### src/design/uart_rx_map.vh
// register offsets, field positions, reset values and sample tick positions of the receiver
`ifndef UART_RX_MAP_VH
`define UART_RX_MAP_VH

// ****************************************************************
// register byte offsets
// ****************************************************************
`define OFS_CTRL 8'h00
`define OFS_IRQ_EN 8'h04
`define OFS_STATUS 8'h08
`define OFS_DATA 8'h0C
`define OFS_BAUD 8'h10

// ****************************************************************
// control register fields
// ****************************************************************
`define CTRL_ENABLE 0
`define CTRL_RX_ENABLE 1
`define CTRL_CHAR_LEN9 2
`define CTRL_WAKE_METHOD 3
`define CTRL_IDLE_ORIGIN 4
`define CTRL_PARITY_EN 5
`define CTRL_PARITY_ODD 6
`define CTRL_STANDBY 7
`define CTRL_RESET 8'h00

// ****************************************************************
// status and enable fields, same position in both registers, busy in status only
// ****************************************************************
`define ST_RX_FULL 0
`define ST_IDLE 1
`define ST_OVERRUN 2
`define ST_NOISE 3
`define ST_FRAMING 4
`define ST_PARITY 5
`define ST_BUSY 6
`define IRQ_EN_RESET 6'h00

// ****************************************************************
// baud divider and oversample tick positions
// ****************************************************************
`define BAUD_DIV_RESET 16'h0041
`define RT_PER_BIT 5'h10
`define RT_FIRST 5'h01
`define RT_VERIFY_A 5'h03
`define RT_VERIFY_B 5'h05
`define RT_VERIFY_C 5'h07
`define RT_SAMPLE_A 5'h08
`define RT_SAMPLE_B 5'h09
`define RT_SAMPLE_C 5'h0A
`define IDLE_TICKS_8 8'hA0
`define IDLE_TICKS_9 8'hB0

`endif

### src/design/uart_tick_gen.v
// divider that makes the one-cycle oversample tick enable
`timescale 1ns/10ps
module uart_tick_gen #(
  parameter DIV_W = 16
) (
  input wire sys_clk,
  input wire rst,
  input wire run,
  input wire restart,
  input wire [DIV_W-1:0] divisor,
  output reg tick
);
  reg [DIV_W-1:0] count_reg;

  // ****************************************************************
  // divider
  // ****************************************************************
  // divisor 0 or 1 gives a tick on every clock while running
  always @(posedge sys_clk) begin
    if (rst) begin
      count_reg <= {DIV_W{1'b0}};
      tick <= 1'b0;
    end else if (!run || restart) begin
      count_reg <= {DIV_W{1'b0}};
      tick <= 1'b0;
    end else if (count_reg + {{(DIV_W-1){1'b0}}, 1'b1} >= divisor) begin
      count_reg <= {DIV_W{1'b0}};
      tick <= 1'b1;
    end else begin
      count_reg <= count_reg + {{(DIV_W-1){1'b0}}, 1'b1};
      tick <= 1'b0;
    end
  end
endmodule // uart_tick_gen

### src/design/uart_receive_recovery.v
// receive side of the serial unit with wishbone register access
//
// Implementation choices: the placing of the registers and the Wishbone interface to the registers.
`timescale 1ns/10ps
`include "uart_rx_map.vh"
module uart_receive_recovery #(
  parameter DIV_W = 16
) (
  input wire sys_clk,
  input wire rst,
  input wire wbCyc,
  input wire wbStb,
  input wire wbWe,
  input wire [7:0] wbAdr,
  input wire [3:0] wbSel,
  input wire [31:0] wbDatIn,
  output reg [31:0] wbDatOut,
  output wire wbAck,
  input wire rxd,
  input wire lightSleep,
  input wire deepSleep,
  output reg rxIrq,
  output reg errIrq,
  output reg wakeCpu
);
  localparam [3:0] S_SEARCH = 4'b0001;
  localparam [3:0] S_START = 4'b0010;
  localparam [3:0] S_DATA = 4'b0100;
  localparam [3:0] S_STOP = 4'b1000;

  // ****************************************************************
  // helpers
  // ****************************************************************
  function maj3;
    input [2:0] v;
    begin
      maj3 = (v[0] & v[1]) | (v[0] & v[2]) | (v[1] & v[2]);
    end
  endfunction

  function mixed3;
    input [2:0] v;
    begin
      mixed3 = (|v) & ~(&v);
    end
  endfunction

  // ****************************************************************
  // registers and state
  // ****************************************************************
  reg [7:0] ctrl_reg;
  reg [5:0] irqEn_reg;
  reg [5:0] flags_reg;
  reg [8:0] rxData_reg;
  reg [DIV_W-1:0] baud_reg;
  reg ack_reg;
  reg [3:0] state_reg;
  reg [4:0] rtCnt_reg;
  reg [3:0] bitIdx_reg;
  reg [8:0] shift_reg;
  reg [2:0] hist_reg;
  reg [2:1] verify_reg;
  reg [2:0] samp_reg;
  reg noiseAcc_reg;
  reg edgeArmed_reg;
  reg prevSample_reg;
  reg [7:0] idleTicks_reg;
  reg idleSeen_reg;
  reg idleEvent_reg;
  reg charDone_reg;
  reg [8:0] doneData_reg;
  reg doneFraming_reg;
  reg doneNoise_reg;
  reg doneParity_reg;
  wire tick;
  wire run;
  wire charLen9;
  wire [3:0] lastBit;
  wire [2:0] sampNow;
  wire busAccess;
  wire wrStrobe;
  wire rdStrobe;
  wire dataRead;
  wire fullNow;
  wire msbHigh;
  wire storeChar;
  wire addrWake;
  wire idleWake;
  wire [7:0] idleTarget;
  wire idleAllowed;
  wire [5:0] w1c;
  reg [5:0] flags_next;
  reg [7:0] ctrl_next;

  // deep sleep freezes the receiver and keeps its state, while the tick divider count returns to zero
  assign run = ctrl_reg[`CTRL_ENABLE] & ctrl_reg[`CTRL_RX_ENABLE] & ~deepSleep;
  assign charLen9 = ctrl_reg[`CTRL_CHAR_LEN9];
  assign lastBit = charLen9 ? 4'h8 : 4'h7;
  assign sampNow = {samp_reg[1:0], rxd};

  // ****************************************************************
  // oversample tick
  // ****************************************************************
  uart_tick_gen #(
    .DIV_W(DIV_W)
  ) u_tick (
    .sys_clk(sys_clk),
    .rst(rst),
    .run(run),
    .restart(1'b0),
    .divisor(baud_reg),
    .tick(tick)
  );

  // ****************************************************************
  // bit recovery
  // ****************************************************************
  assign idleTarget = charLen9 ? `IDLE_TICKS_9 : `IDLE_TICKS_8;
  // origin zero counts from after the start bit, origin one only once the stop is done
  assign idleAllowed = ctrl_reg[`CTRL_IDLE_ORIGIN] ? (state_reg == S_SEARCH) :
                       (state_reg != S_START);

  always @(posedge sys_clk) begin
    if (rst) begin
      state_reg <= S_SEARCH;
      rtCnt_reg <= `RT_FIRST;
      bitIdx_reg <= 4'h0;
      shift_reg <= 9'h000;
      hist_reg <= 3'h0;
      verify_reg <= 2'h0;
      samp_reg <= 3'h0;
      noiseAcc_reg <= 1'b0;
      edgeArmed_reg <= 1'b0;
      prevSample_reg <= 1'b1;
      idleTicks_reg <= 8'h00;
      idleSeen_reg <= 1'b0;
      idleEvent_reg <= 1'b0;
      charDone_reg <= 1'b0;
      doneData_reg <= 9'h000;
      doneFraming_reg <= 1'b0;
      doneNoise_reg <= 1'b0;
      doneParity_reg <= 1'b0;
    end else begin
      charDone_reg <= 1'b0;
      idleEvent_reg <= 1'b0;
      if (!run) begin
        if (!ctrl_reg[`CTRL_ENABLE] || !ctrl_reg[`CTRL_RX_ENABLE]) begin
          state_reg <= S_SEARCH;
          hist_reg <= 3'h0;
          idleTicks_reg <= 8'h00;
        end
      end else if (tick) begin
        prevSample_reg <= rxd;
        // consecutive high samples, sixteen per bit, toward an idle character
        if (!rxd || !idleAllowed) begin
          idleTicks_reg <= 8'h00;
          idleSeen_reg <= 1'b0;
        end else if (!idleSeen_reg) begin
          if (idleTicks_reg == idleTarget - 8'h01) begin
            idleSeen_reg <= 1'b1;
            idleEvent_reg <= 1'b1;
          end else begin
            idleTicks_reg <= idleTicks_reg + 8'h01;
          end
        end
        // tick count runs one to sixteen inside each bit
        if (rtCnt_reg == `RT_PER_BIT) begin
          rtCnt_reg <= `RT_FIRST;
        end else begin
          rtCnt_reg <= rtCnt_reg + 5'h01;
        end
        case (state_reg)
          S_SEARCH: begin
            hist_reg <= {hist_reg[1:0], rxd};
            if (hist_reg == 3'b111 && !rxd) begin
              state_reg <= S_START;
              rtCnt_reg <= 5'h02;
              noiseAcc_reg <= 1'b0;
              edgeArmed_reg <= 1'b0;
              bitIdx_reg <= 4'h0;
            end
          end
          S_START: begin
            if (rtCnt_reg == `RT_VERIFY_A) begin
              verify_reg[2] <= rxd;
            end
            if (rtCnt_reg == `RT_VERIFY_B) begin
              verify_reg[1] <= rxd;
            end
            if (rtCnt_reg == `RT_VERIFY_C) begin
              if (maj3({verify_reg[2:1], rxd})) begin
                state_reg <= S_SEARCH;
                hist_reg <= 3'h0;
                rtCnt_reg <= `RT_FIRST;
              end else if (mixed3({verify_reg[2:1], rxd})) begin
                noiseAcc_reg <= 1'b1;
              end
            end
            if (rtCnt_reg >= `RT_SAMPLE_A && rtCnt_reg <= `RT_SAMPLE_C) begin
              samp_reg <= sampNow;
            end
            // any high mid sample: noise, still taken as a start bit
            if (rtCnt_reg == `RT_SAMPLE_C && (|sampNow)) begin
              noiseAcc_reg <= 1'b1;
            end
            if (rtCnt_reg == `RT_PER_BIT) begin
              state_reg <= S_DATA;
            end
          end
          S_DATA: begin
            if (rtCnt_reg >= `RT_SAMPLE_A && rtCnt_reg <= `RT_SAMPLE_C) begin
              samp_reg <= sampNow;
            end
            if (rtCnt_reg == `RT_SAMPLE_C) begin
              shift_reg <= {maj3(sampNow), shift_reg[8:1]};
              edgeArmed_reg <= maj3(sampNow);
              if (mixed3(sampNow)) begin
                noiseAcc_reg <= 1'b1;
              end
            end
            // falling edge early in a bit after a one: restart the count here
            if (edgeArmed_reg && prevSample_reg && !rxd && rtCnt_reg > `RT_FIRST &&
                rtCnt_reg <= `RT_VERIFY_C) begin
              rtCnt_reg <= 5'h02;
              edgeArmed_reg <= 1'b0;
            end
            if (rtCnt_reg == `RT_PER_BIT) begin
              if (bitIdx_reg == lastBit) begin
                state_reg <= S_STOP;
              end else begin
                bitIdx_reg <= bitIdx_reg + 4'h1;
              end
            end
          end
          S_STOP: begin
            if (rtCnt_reg >= `RT_SAMPLE_A && rtCnt_reg <= `RT_SAMPLE_C) begin
              samp_reg <= sampNow;
            end
            if (rtCnt_reg == `RT_SAMPLE_C) begin
              charDone_reg <= 1'b1;
              doneData_reg <= charLen9 ? shift_reg : {1'b0, shift_reg[8:1]};
              // fewer than two highs is a framing error, break included
              doneFraming_reg <= ~maj3(sampNow);
              doneNoise_reg <= noiseAcc_reg | mixed3(sampNow);
              doneParity_reg <= ctrl_reg[`CTRL_PARITY_EN] &
                                ((charLen9 ? ^shift_reg : ^shift_reg[8:1]) !=
                                 ctrl_reg[`CTRL_PARITY_ODD]);
              state_reg <= S_SEARCH;
              hist_reg <= maj3(sampNow) ? 3'b111 : 3'b000;
              rtCnt_reg <= `RT_FIRST;
            end
          end
          default: begin
            state_reg <= S_SEARCH;
          end
        endcase
      end
    end
  end

  // ****************************************************************
  // bus slave
  // ****************************************************************
  assign busAccess = wbCyc & wbStb & ~ack_reg;
  assign wrStrobe = busAccess & wbWe;
  assign rdStrobe = busAccess & ~wbWe;
  assign wbAck = ack_reg;
  assign dataRead = rdStrobe && wbAdr == `OFS_DATA;
  assign w1c = (wrStrobe && wbAdr == `OFS_STATUS && wbSel[0]) ? wbDatIn[5:0] : 6'h00;

  // ****************************************************************
  // character hand-off and flags
  // ****************************************************************
  assign msbHigh = charLen9 ? doneData_reg[8] : doneData_reg[7];
  assign addrWake = charDone_reg & ctrl_reg[`CTRL_STANDBY] & ctrl_reg[`CTRL_WAKE_METHOD] &
                    msbHigh;
  assign idleWake = idleEvent_reg & ctrl_reg[`CTRL_STANDBY] &
                    ~ctrl_reg[`CTRL_WAKE_METHOD];
  // in standby only an address mark reaches the buffer
  assign storeChar = charDone_reg & (~ctrl_reg[`CTRL_STANDBY] | addrWake);
  // a read of the buffer in the same cycle frees it for the new character
  assign fullNow = flags_reg[`ST_RX_FULL] & ~dataRead;

  always @* begin
    flags_next = flags_reg & ~w1c;
    if (dataRead) begin
      flags_next[`ST_RX_FULL] = 1'b0;
    end
    if (storeChar) begin
      if (fullNow) begin
        flags_next[`ST_OVERRUN] = 1'b1;
      end else begin
        flags_next[`ST_RX_FULL] = 1'b1;
        flags_next[`ST_FRAMING] = flags_next[`ST_FRAMING] | doneFraming_reg;
        flags_next[`ST_NOISE] = flags_next[`ST_NOISE] | doneNoise_reg;
        flags_next[`ST_PARITY] = flags_next[`ST_PARITY] | doneParity_reg;
      end
    end
    if (idleEvent_reg && !ctrl_reg[`CTRL_STANDBY]) begin
      flags_next[`ST_IDLE] = 1'b1;
    end
  end

  always @* begin
    ctrl_next = ctrl_reg;
    if (addrWake || idleWake) begin
      ctrl_next[`CTRL_STANDBY] = 1'b0;
    end
    if (wrStrobe && wbAdr == `OFS_CTRL && wbSel[0]) begin
      ctrl_next = wbDatIn[7:0];
    end
  end

  always @(posedge sys_clk) begin
    if (rst) begin
      ctrl_reg <= `CTRL_RESET;
      irqEn_reg <= `IRQ_EN_RESET;
      flags_reg <= 6'h00;
      rxData_reg <= 9'h000;
      baud_reg <= `BAUD_DIV_RESET;
      ack_reg <= 1'b0;
      wbDatOut <= 32'h00000000;
    end else begin
      ack_reg <= busAccess;
      ctrl_reg <= ctrl_next;
      flags_reg <= flags_next;
      if (storeChar && !fullNow) begin
        rxData_reg <= doneData_reg;
      end
      if (wrStrobe && wbAdr == `OFS_IRQ_EN && wbSel[0]) begin
        irqEn_reg <= wbDatIn[5:0];
      end
      if (wrStrobe && wbAdr == `OFS_BAUD) begin
        if (wbSel[0]) begin
          baud_reg[7:0] <= wbDatIn[7:0];
        end
        if (wbSel[1]) begin
          baud_reg[15:8] <= wbDatIn[15:8];
        end
      end
      if (rdStrobe) begin
        case (wbAdr)
          `OFS_CTRL: wbDatOut <= {24'h000000, ctrl_reg};
          `OFS_IRQ_EN: wbDatOut <= {26'h0, irqEn_reg};
          `OFS_STATUS: wbDatOut <= {25'h0, state_reg != S_SEARCH, flags_reg};
          `OFS_DATA: wbDatOut <= {23'h0, rxData_reg};
          `OFS_BAUD: wbDatOut <= {16'h0000, baud_reg};
          default: wbDatOut <= 32'h00000000;
        endcase
      end
    end
  end

  // ****************************************************************
  // interrupt requests
  // ****************************************************************
  always @(posedge sys_clk) begin
    if (rst) begin
      rxIrq <= 1'b0;
      errIrq <= 1'b0;
      wakeCpu <= 1'b0;
    end else begin
      rxIrq <= ~ctrl_reg[`CTRL_STANDBY] &
               ((flags_reg[`ST_RX_FULL] & irqEn_reg[`ST_RX_FULL]) |
                (flags_reg[`ST_IDLE] & irqEn_reg[`ST_IDLE]));
      errIrq <= ~ctrl_reg[`CTRL_STANDBY] &
                |(flags_reg[5:2] & irqEn_reg[5:2]);
      wakeCpu <= lightSleep & (rxIrq | errIrq);
    end
  end
endmodule // uart_receive_recovery

### config.mk
export PLATFORM = sky130hd
export DESIGN_NAME = uart_receive_recovery
export DESIGN_NICKNAME = d
export VERILOG_FILES = /design/src/design/uart_tick_gen.v /design/src/design/uart_receive_recovery.v
export VERILOG_INCLUDE_DIRS = /design/src /design/src/design
export SDC_FILE = /design/constraint.sdc
export NUM_CORES = 1
export LEC_CHECK = 0
export BUFFER_PORTS_ARGS = -buffer_cell sky130_fd_sc_hd__clkbuf_2
export CAP_MARGIN = 30
export CORE_MARGIN = 2
export CORE_UTILIZATION = 45
export DETAILED_ROUTE_END_ITERATION = 8
export PLACE_DENSITY = 0.61
export SYNTH_ARGS = -nofsm -noshare
export SYNTH_HDL_FRONTEND = slang
export SYNTH_SLANG_ARGS = --single-unit
export TNS_END_PERCENT = 100
### constraint.sdc
create_clock -name sys_clk -period 3.7 [get_ports sys_clk]
set_input_delay 0.555 -clock sys_clk [delete_from_list [all_inputs] [get_ports sys_clk]]
set_output_delay 0.555 -clock sys_clk [all_outputs]
set_load 0.02 [all_outputs]
Word-level counts from Yosys, hierarchy flattened
Cells that the tools add are included.

storage, ports and cells
  input port bits = 52
  ROM bits = 0
  latch bits = 0
  bits in writable memories = 0
  output and inout port bits = 36
  memories = 0
  register bits = 153

cells by class
  $mul = 0
  shifts and indexed selects = 0
  reductions and logical operators = 57
  add/sub/neg operators = 5
  bitwise logic cells = 53
  order comparisons = 5
  eq/ne operators = 40
  muxes and demuxes = 69
  divide/modulo/power cells = 0

operators by type and width
  operator                 count
  $pmux W16 S5             1
  $mux W4                  15
  $mux W8                  7
  $mux W5                  7
  $ne A3 B3 Y1 const B     10
  $and A1 B1 Y1            27
  $mux W3                  8
  $reduce_and A4 Y1        6
  $mux W1                  23
  $pmux W5 S4              1
  $logic_and A1 B1 Y1      17
  $add A16 B1 Y16 const B  1
  $eq A8 B4 Y1 const B     2
  $ge A16 B16 Y1           1
  $pmux W4 S4              1
  $not A1 Y1               12
  $reduce_and A6 Y1        2
  $reduce_or A3 Y1         4
  $or A1 B1 Y1             11
  $eq A5 B3 Y1 const B     2
  $mux W9                  1
  $pmux W3 S3              1
  $reduce_and A9 Y1        1
  $reduce_xor A9 Y1        1
  other kinds (47)         67

Logic depth before layout (Yosys ltp)
Gate-level depths: netlist of run 1.

  depth after elaboration = 11
  mapped depth = 12

Modules after synthesis
From an unflattened synthesis of run 1, not the netlist that was laid out.

unflattened totals
  cells, all modules = 795
  area total of the unflattened synthesis = 7,128.1 um^2

by module, submodules not included
  module                 cells each  area each (um^2)  times used  sequential area each (um^2)
  uart_receive_recovery  666         5,957.0           1           2,402.3
  uart_tick_gen          129         1,171.1           1           340.3

Worst setup path before layout of run 1
Ideal clock, no wire load.

  path kind = register to register
  start point = reg u_tick.count_reg[6]
  end point = reg u_tick.count_reg[10]
  data arrival time = 2.660 ns
  stages on the path, launching flop included = 11
  setup slack = 0.909 ns
  clock period less this slack = 2.791 ns
  path through = dfxtp_1 nand3_1 or2_2 or4_1 xnor2_1 ha_1 nand4_1 a31o_2 o21ai_1 clkbuf_1 nor3b_1

between the ends
  longest elaborated chain between the ends = 3

RTL lines
  element                            RTL line                                RTL
  start: declaration                 uart_tick_gen.v:13                      reg [DIV_W-1:0] count_reg;
  start signal: assignment           uart_tick_gen.v:21                      count_reg <= {DIV_W{1'b0}};
  start signal: assignment           uart_tick_gen.v:24                      count_reg <= {DIV_W{1'b0}};
  start signal: assignment           uart_tick_gen.v:27                      count_reg <= {DIV_W{1'b0}};
  $add A16 B1 Y16 (*)                uart_tick_gen.v:26, uart_tick_gen.v:30
  $ge A16 B16 Y1                     uart_tick_gen.v:26                      end else if (count_reg + {{(DIV_W-1){1'b0}}, 1'b1} >= divisor) begin
  $reduce_or A3 Y1 (no source line)  --

Every way passes the cells marked *; elsewhere a longest branch is shown, timed or not.
A chain may end at the register's enable or synchronous reset.

Worst setup path in the final report of run 1
  start point = reg u_tick.count_reg[0]
  end point = reg u_tick.count_reg[7]

Same word-level chain as after synthesis.

==> metrics, run 1 <==
full die area 16600 um^2; first-pass GRT wire length 27000 um; worst hold slack 0.370 ns; Vias 5932; Critical Path RT 4.02 ns; critical path depth 12; Synth async-reset ratio 0%; Top FF cell, synth dfxtp_1; routed length per instance 15.5 um; hold-fix buffers at CTS 0; final hold vios 0; Port-buffer cells 53; vias in the first global route 5576; Ant. Diodes 0; delay of the slowest critical-path stage 0.41 ns; Crit Path Max Fanout 10; CORE AREA 15200 um^2; most common cell after layout, fill and taps aside dfxtp_1; Tmin final 3.06 ns; initial antenna violation count 0; synthesized flop and latch total 137; CP Buf/Inv Count 1; wire length after detailed routing 16400 um; Worst-Margin Slew 0.820 ns; share of cells above drive strength 1 13.6%; endpoint class of the critical path register; startpoint types register; slew margin rel. 45.2%; min-delay src wbDatIn[6]; worst-case clock buffer depth 2; final number of setup-violating endpoints 0; top cells by area, synth dfxtp_1 (39%), mux2i_1 (7.3%), nor2_1 (5.6%), nand2_1 (4.0%), ha_1 (3.9%); Synth warnings 0; First-pass DRT Iterations 5; register area share after synthesis 39.0%; Via-to-Cell Ratio 5.59; clock sinks 137; LEAKAGE 2.97 nW; Final Max Slew Viols 0; power after layout 3.27 mW; DRC Markers 0; Avg Cell Area, Syn 8.47 um^2; total track usage 20.3%; most frequent cells in the layout dfxtp_1 (137), nor2_1 (104), nand2_1 (75); placed cell areas 7320 um^2; max-cap violations 0; crit path from u_tick.count_reg[0]$_SDFF_PP0_; Root Driver clkbuf_16; GR Overflow Total 0; # fillers 1442; status finished, final reports clean; latest clock arrival within the worst-skew pair 0.41 ns; Chip Width 129 um; Hold/Removal Path Class input pin to register; Worst path most repeated cell nand3_1; Area growth, synth to finish 12.6%; H-tree depth 4; CP cell instances ha_1 > nand3_1 > or2_2 > nor2_1 > xor2_1 > ha_1 > nand3_1 > nand3_1 > a41oi_1 > o21ai_1 > buf_4 > nor3b_1; Worst-path clk slew 0.06 ns; Cells after Synth 829; Reg2Reg Depth 12; GPL Wtd Cong 0.880; area leader, netlist dfxtp_1; Pwr Density 414 nW/um^2; CTS tree yes; distinct cell type count after synthesis 75; Final TNS setup 0 ns; post-DP HPWL 11900 um; ANT nets after route 0; fin crit share 82.8%; CTS resizes 0; CTS Buf Count 17; post-route cell area 7910 um^2; Starting Density 46.2%; peak supply drop 0.320 mV; initial drt markers 289; WS Path Type register to register; Crit Reg-Reg Startpoint u_tick.count_reg[0]$_SDFF_PP0_; RSZ-0062 raised after global routing no; Worst path top cell family by delay simple AND/OR/NAND/NOR gates; Post-synth EDFFs 0; Cell Area, Synth 7020 um^2; cell count of the worst hold path 2; num rows 45; Worst path slowest cell dfxtp_1; Final nets 935; Setup Skew 0.00875 ns; Die H 129 um; post-CTS setup buffers 0; largest net degree at the start of global routing 61; f_max 326 MHz; CP arrival 3.38 ns; Ports 88; Synth top area share 39.0%
cells by family (layout without fill, tap and decap cells):
group | after synthesis | after routing | share of synthesized area, %
AO/OA/AOI/OAI | 157 | 157 | 14.4
flip-flops | 137 | 137 | 39.0
AND/OR/NAND/NOR | 324 | 324 | 23.3
other | 1 | 16 | 0.0534
multiplexers | 60 | 60 | 8.71
buffers and inverters | 95 | 125 | 6.38
XOR/XNOR | 31 | 31 | 3.87
adder cells (fa/ha/maj) | 24 | 24 | 4.20
where the power goes:
| part | switching (mW) | internal, mW |
|---|---|---|
| logic | 0.0757 | 0.0294 |
| registers | 0.00286 | 1.48 |
| clock network | 0.662 | 1.02 |
| total | 0.740 | 2.53 |
area by class of cell:
class                   count  area (um^2)  share of cell area [%]
multi-input cells         612         3900                    49.3
flip-flops and latches    137         2740                    34.7
clock buffers              20          447                    5.65
repair buffers             61          328                    4.14
well taps                 188          235                    2.97
clock inverters            12          141                    1.79
inverters                  32          120                    1.52
per-layer routing:
layer | global-route usage, % | vias up | wire (um)
li1 | - | 2955 | -
met4 | 5.56 | 0 | 221
met1 | 26.0 | 2809 | 7350
met3 | 4.45 | 18 | 751
met5 | 0 | - | 0
met2 | 34.7 | 150 | 8100
through the flow:
stage	setup WS (ns)	util (%)	instances
after floorplan	0.909	-	844
after global placement	0.513	48.1	1029
after detailed placement	0.668	48.2	1030
after CTS	0.629	52.0	1062
after global routing	0.394	52.0	1062
final	0.635	52.0	1062
cell usage after synthesis (all sizes together) (7+ instances only):
library cell,count
mux2i,51
mux2,9
nor3b,18
nand3,30
dfxtp,137
ha,22
a221oi,10
xnor2,22
clkbuf,36
nand2b,7
nand2,76
o21ai,40
nand3b,7
or3,9
a22oi,10
and3,8
nor2b,8
xor2,9
a21oi,46
nand4,7
buf,27
nor2,107
nor3,23
a211oi,14
inv,32
path summary, 6_finish.rpt:
kind | endpoint | slack [ns]
worst min register to register | ctrl_reg[5]$_SDFFE_PP0P_ | 0.45
worst max register to register | u_tick.count_reg[7]$_SDFF_PP0_ | 0.64
worst min-delay path | baud_reg[6]$_SDFFE_PP1P_ | 0.37
worst max-delay path | u_tick.count_reg[7]$_SDFF_PP0_ | 0.64
worst register-to-register path: cells and delay by family (launching register included):
family	cells	cell delay [ns]
xor gates and xnor gates	1	0.24
AOI/OAI and AO/OA	2	0.44
and+or+nand+nor	6	1.11
DFF	1	0.41
buffers and inverters	1	0.25
adders and majority gates	2	0.52
Power figures use the tool's default switching activity.
==> inputs of run 2 (changes only) <==
==> constraint.sdc (replaced) <==
create_clock -name sys_clk -period 3 [get_ports sys_clk]
set_input_delay 0.45 -clock sys_clk [delete_from_list [all_inputs] [get_ports sys_clk]]
set_output_delay 0.45 -clock sys_clk [all_outputs]
set_load 0.02 [all_outputs]
==> run 2 against run 1 <==
  * Setup slack worse by 0.29 ns
  * Non-clock buffer count is 9 higher
  * Global-route usage is 0.42 points higher
  * Register-to-register slack worse by 0.29 ns
  * Highest routed layer unchanged
==> metrics, run 2 (synthesis gave the netlist of run 1 again) <==
hold-fix buffers at CTS 0 (unchanged); Switching Power 921 uW (+24%); initial antenna violation count 0 (unchanged); endpoint class of the critical path register; num rows 45 (unchanged); Die H 129 um (unchanged); met1 usage 26.9% (+0.97 points); initial drt markers 294 (+1.7%); peak supply drop 0.376 mV (+17%); GR Overflow Total 0 (unchanged); Via-to-Cell Ratio 5.56 (-0.49%); wire length after detailed routing 16600 um (+0.97%); grt met3 use 4.49% (+0.042 points); crit path from u_tick.count_reg[2]$_SDFF_PP0_; LEAKAGE 2.99 nW (+0.78%); final hold vios 0 (unchanged); Ant. Diodes 0 (unchanged); routed length per instance 15.5 um (+0.13%); RSZ-0062 raised after global routing no; Starting Density 46.2% (unchanged); worst-case clock buffer depth 2 (unchanged); placed cell areas 7380 um^2 (+0.82%); Pwr Density 495 nW/um^2 (+20%); Critical Path RT 3.28 ns (-0.74 ns); total track usage 20.7% (+0.42 points); Area growth, synth to finish 13.2%; Cell Int Power 3.02 mW (+19%); post-CTS setup buffers 0 (unchanged); GPL Wtd Cong 0.893 (+1.5%); Sw Ratio 23.4% (+0.75 points); Hold/Removal Path Class input pin to register; CTS resizes 0 (unchanged); final number of setup-violating endpoints 0 (unchanged); Ports 88 (unchanged); status finished, final reports clean; Crit Path Max Fanout 17 (+7); Chip Width 129 um (unchanged); f_max 377 MHz (+15%); final core utilization 52.3% (+0.26 points); # fillers 1424 (-1.2%); first-pass GRT wire length 27300 um (+1.3%); pre-CTS setup slack 0.245 ns (-0.423 ns); Crit Reg-Reg Startpoint u_tick.count_reg[2]$_SDFF_PP0_; R2R Setup Slk 0.34 ns (-0.29 ns); Comb power frac 3.3% (about the same); Tmin final 2.66 ns (-0.409 ns); clock sinks 137 (unchanged); Final Max Slew Viols 0 (unchanged); ANT nets after route 0 (unchanged); Port-buffer cells 53 (unchanged); max-cap violations 0 (unchanged); latest clock arrival within the worst-skew pair 0.43 ns (+0.02 ns); Worst-Margin Slew 0.698 ns (-0.123 ns); clock share of power 50.2% (-1.3 points); share of cells above drive strength 1 14.6% (+0.99 points); min-delay src lightSleep; largest net degree at the start of global routing 65 (+6.6%); H-tree depth 4 (unchanged); Setup Skew 0.0130 ns (+0.00425 ns); Final TNS setup 0 ns (unchanged); Worst-path clk slew 0.06 ns (about the same); WS Path Type register to register; post-DP HPWL 12000 um (+0.42%); most common cell after layout, fill and taps aside dfxtp_1; DRC Markers 0 (unchanged); CTS tree yes; Seq pwr share 46.4% (+1.1 points); full die area 16600 um^2 (unchanged); slew margin rel. 53.5% (+8.3 points); First-pass DRT Iterations 7 (+2); GRT Max-Usage Layer met2; CTS Buf Count 17 (unchanged); fin crit share 88.5% (+5.7 points); most frequent cells in the layout dfxtp_1 (136), nor2_1 (104), nand2_1 (75); Root Driver clkbuf_16; CORE AREA 15200 um^2 (unchanged); post-route cell area 7950 um^2 (+0.49%); vias in the first global route 5568 (-0.14%); GR Util met2 34.7% (about the same); Final nets 944 (+0.96%); PnR worst setup slack 0.345 ns (-0.291 ns); CP arrival 2.93 ns (-0.45 ns); Vias 5953 (+0.35%); startpoint types register
-- run 2: layer usage --
layer,routed length (um),vias up
met1,7730,2828
li1,-,2986
met5,0,-
met3,653,21
met4,225,0
met2,7970,118
-- run 2: critical path, stage by stage, from the launching register on --
cell and delay [ns]:
dfxtp_1 0.37, and3_1 0.22, nand4_1 0.19, or4_1 0.56, xnor2_1 0.16, ha_1 0.29
nand4_1 0.08, a31o_2 0.22, o21ai_1 0.11, buf_4 0.23, nor3b_1 0.08
-- run 2: area by class of cell --
cell class | instances | area (um^2) | share of cell area [%]
multi-input combinational | 612 | 3900 | 49.1
clock buffer | 21 | 440 | 5.54
inverter | 32 | 120 | 1.51
tap | 188 | 235 | 2.96
clock inverter | 11 | 113 | 1.42
sequential | 137 | 2740 | 34.5
timing repair buffer | 70 | 393 | 4.94
-- run 2: metrics by stage --
stage               std cells  power (mW)  hold slack [ns]
floorplan                 844        1.96            0.420
global placement         1038        2.00            0.444
detailed placement       1038        2.00            0.447
CTS                      1070        3.97            0.254
global route             1071        4.07            0.262
finish                   1071        3.94            0.263
-- run 2: path summary, 6_finish.rpt --
path,endpoint,depth (start not counted)
setup reg to reg,u_tick.count_reg[8]$_SDFF_PP0_,10
setup / recovery,u_tick.count_reg[8]$_SDFF_PP0_,10
hold reg to reg,ctrl_reg[5]$_SDFFE_PP0P_,2
hold / removal,wakeCpu$_SDFF_PP0_,2
-- run 2: power by group through the flow --
| stage | combinational [mW] | clock [mW] | sequential [mW] |
|---|---|---|---|
| floorplan | 0.0889 | 0 | 1.88 |
| global placement | 0.129 | 0 | 1.87 |
| detailed placement | 0.131 | 0 | 1.87 |
| CTS | 0.131 | 2.01 | 1.83 |
| global route | 0.143 | 2.10 | 1.83 |
| finish | 0.131 | 1.98 | 1.83 |
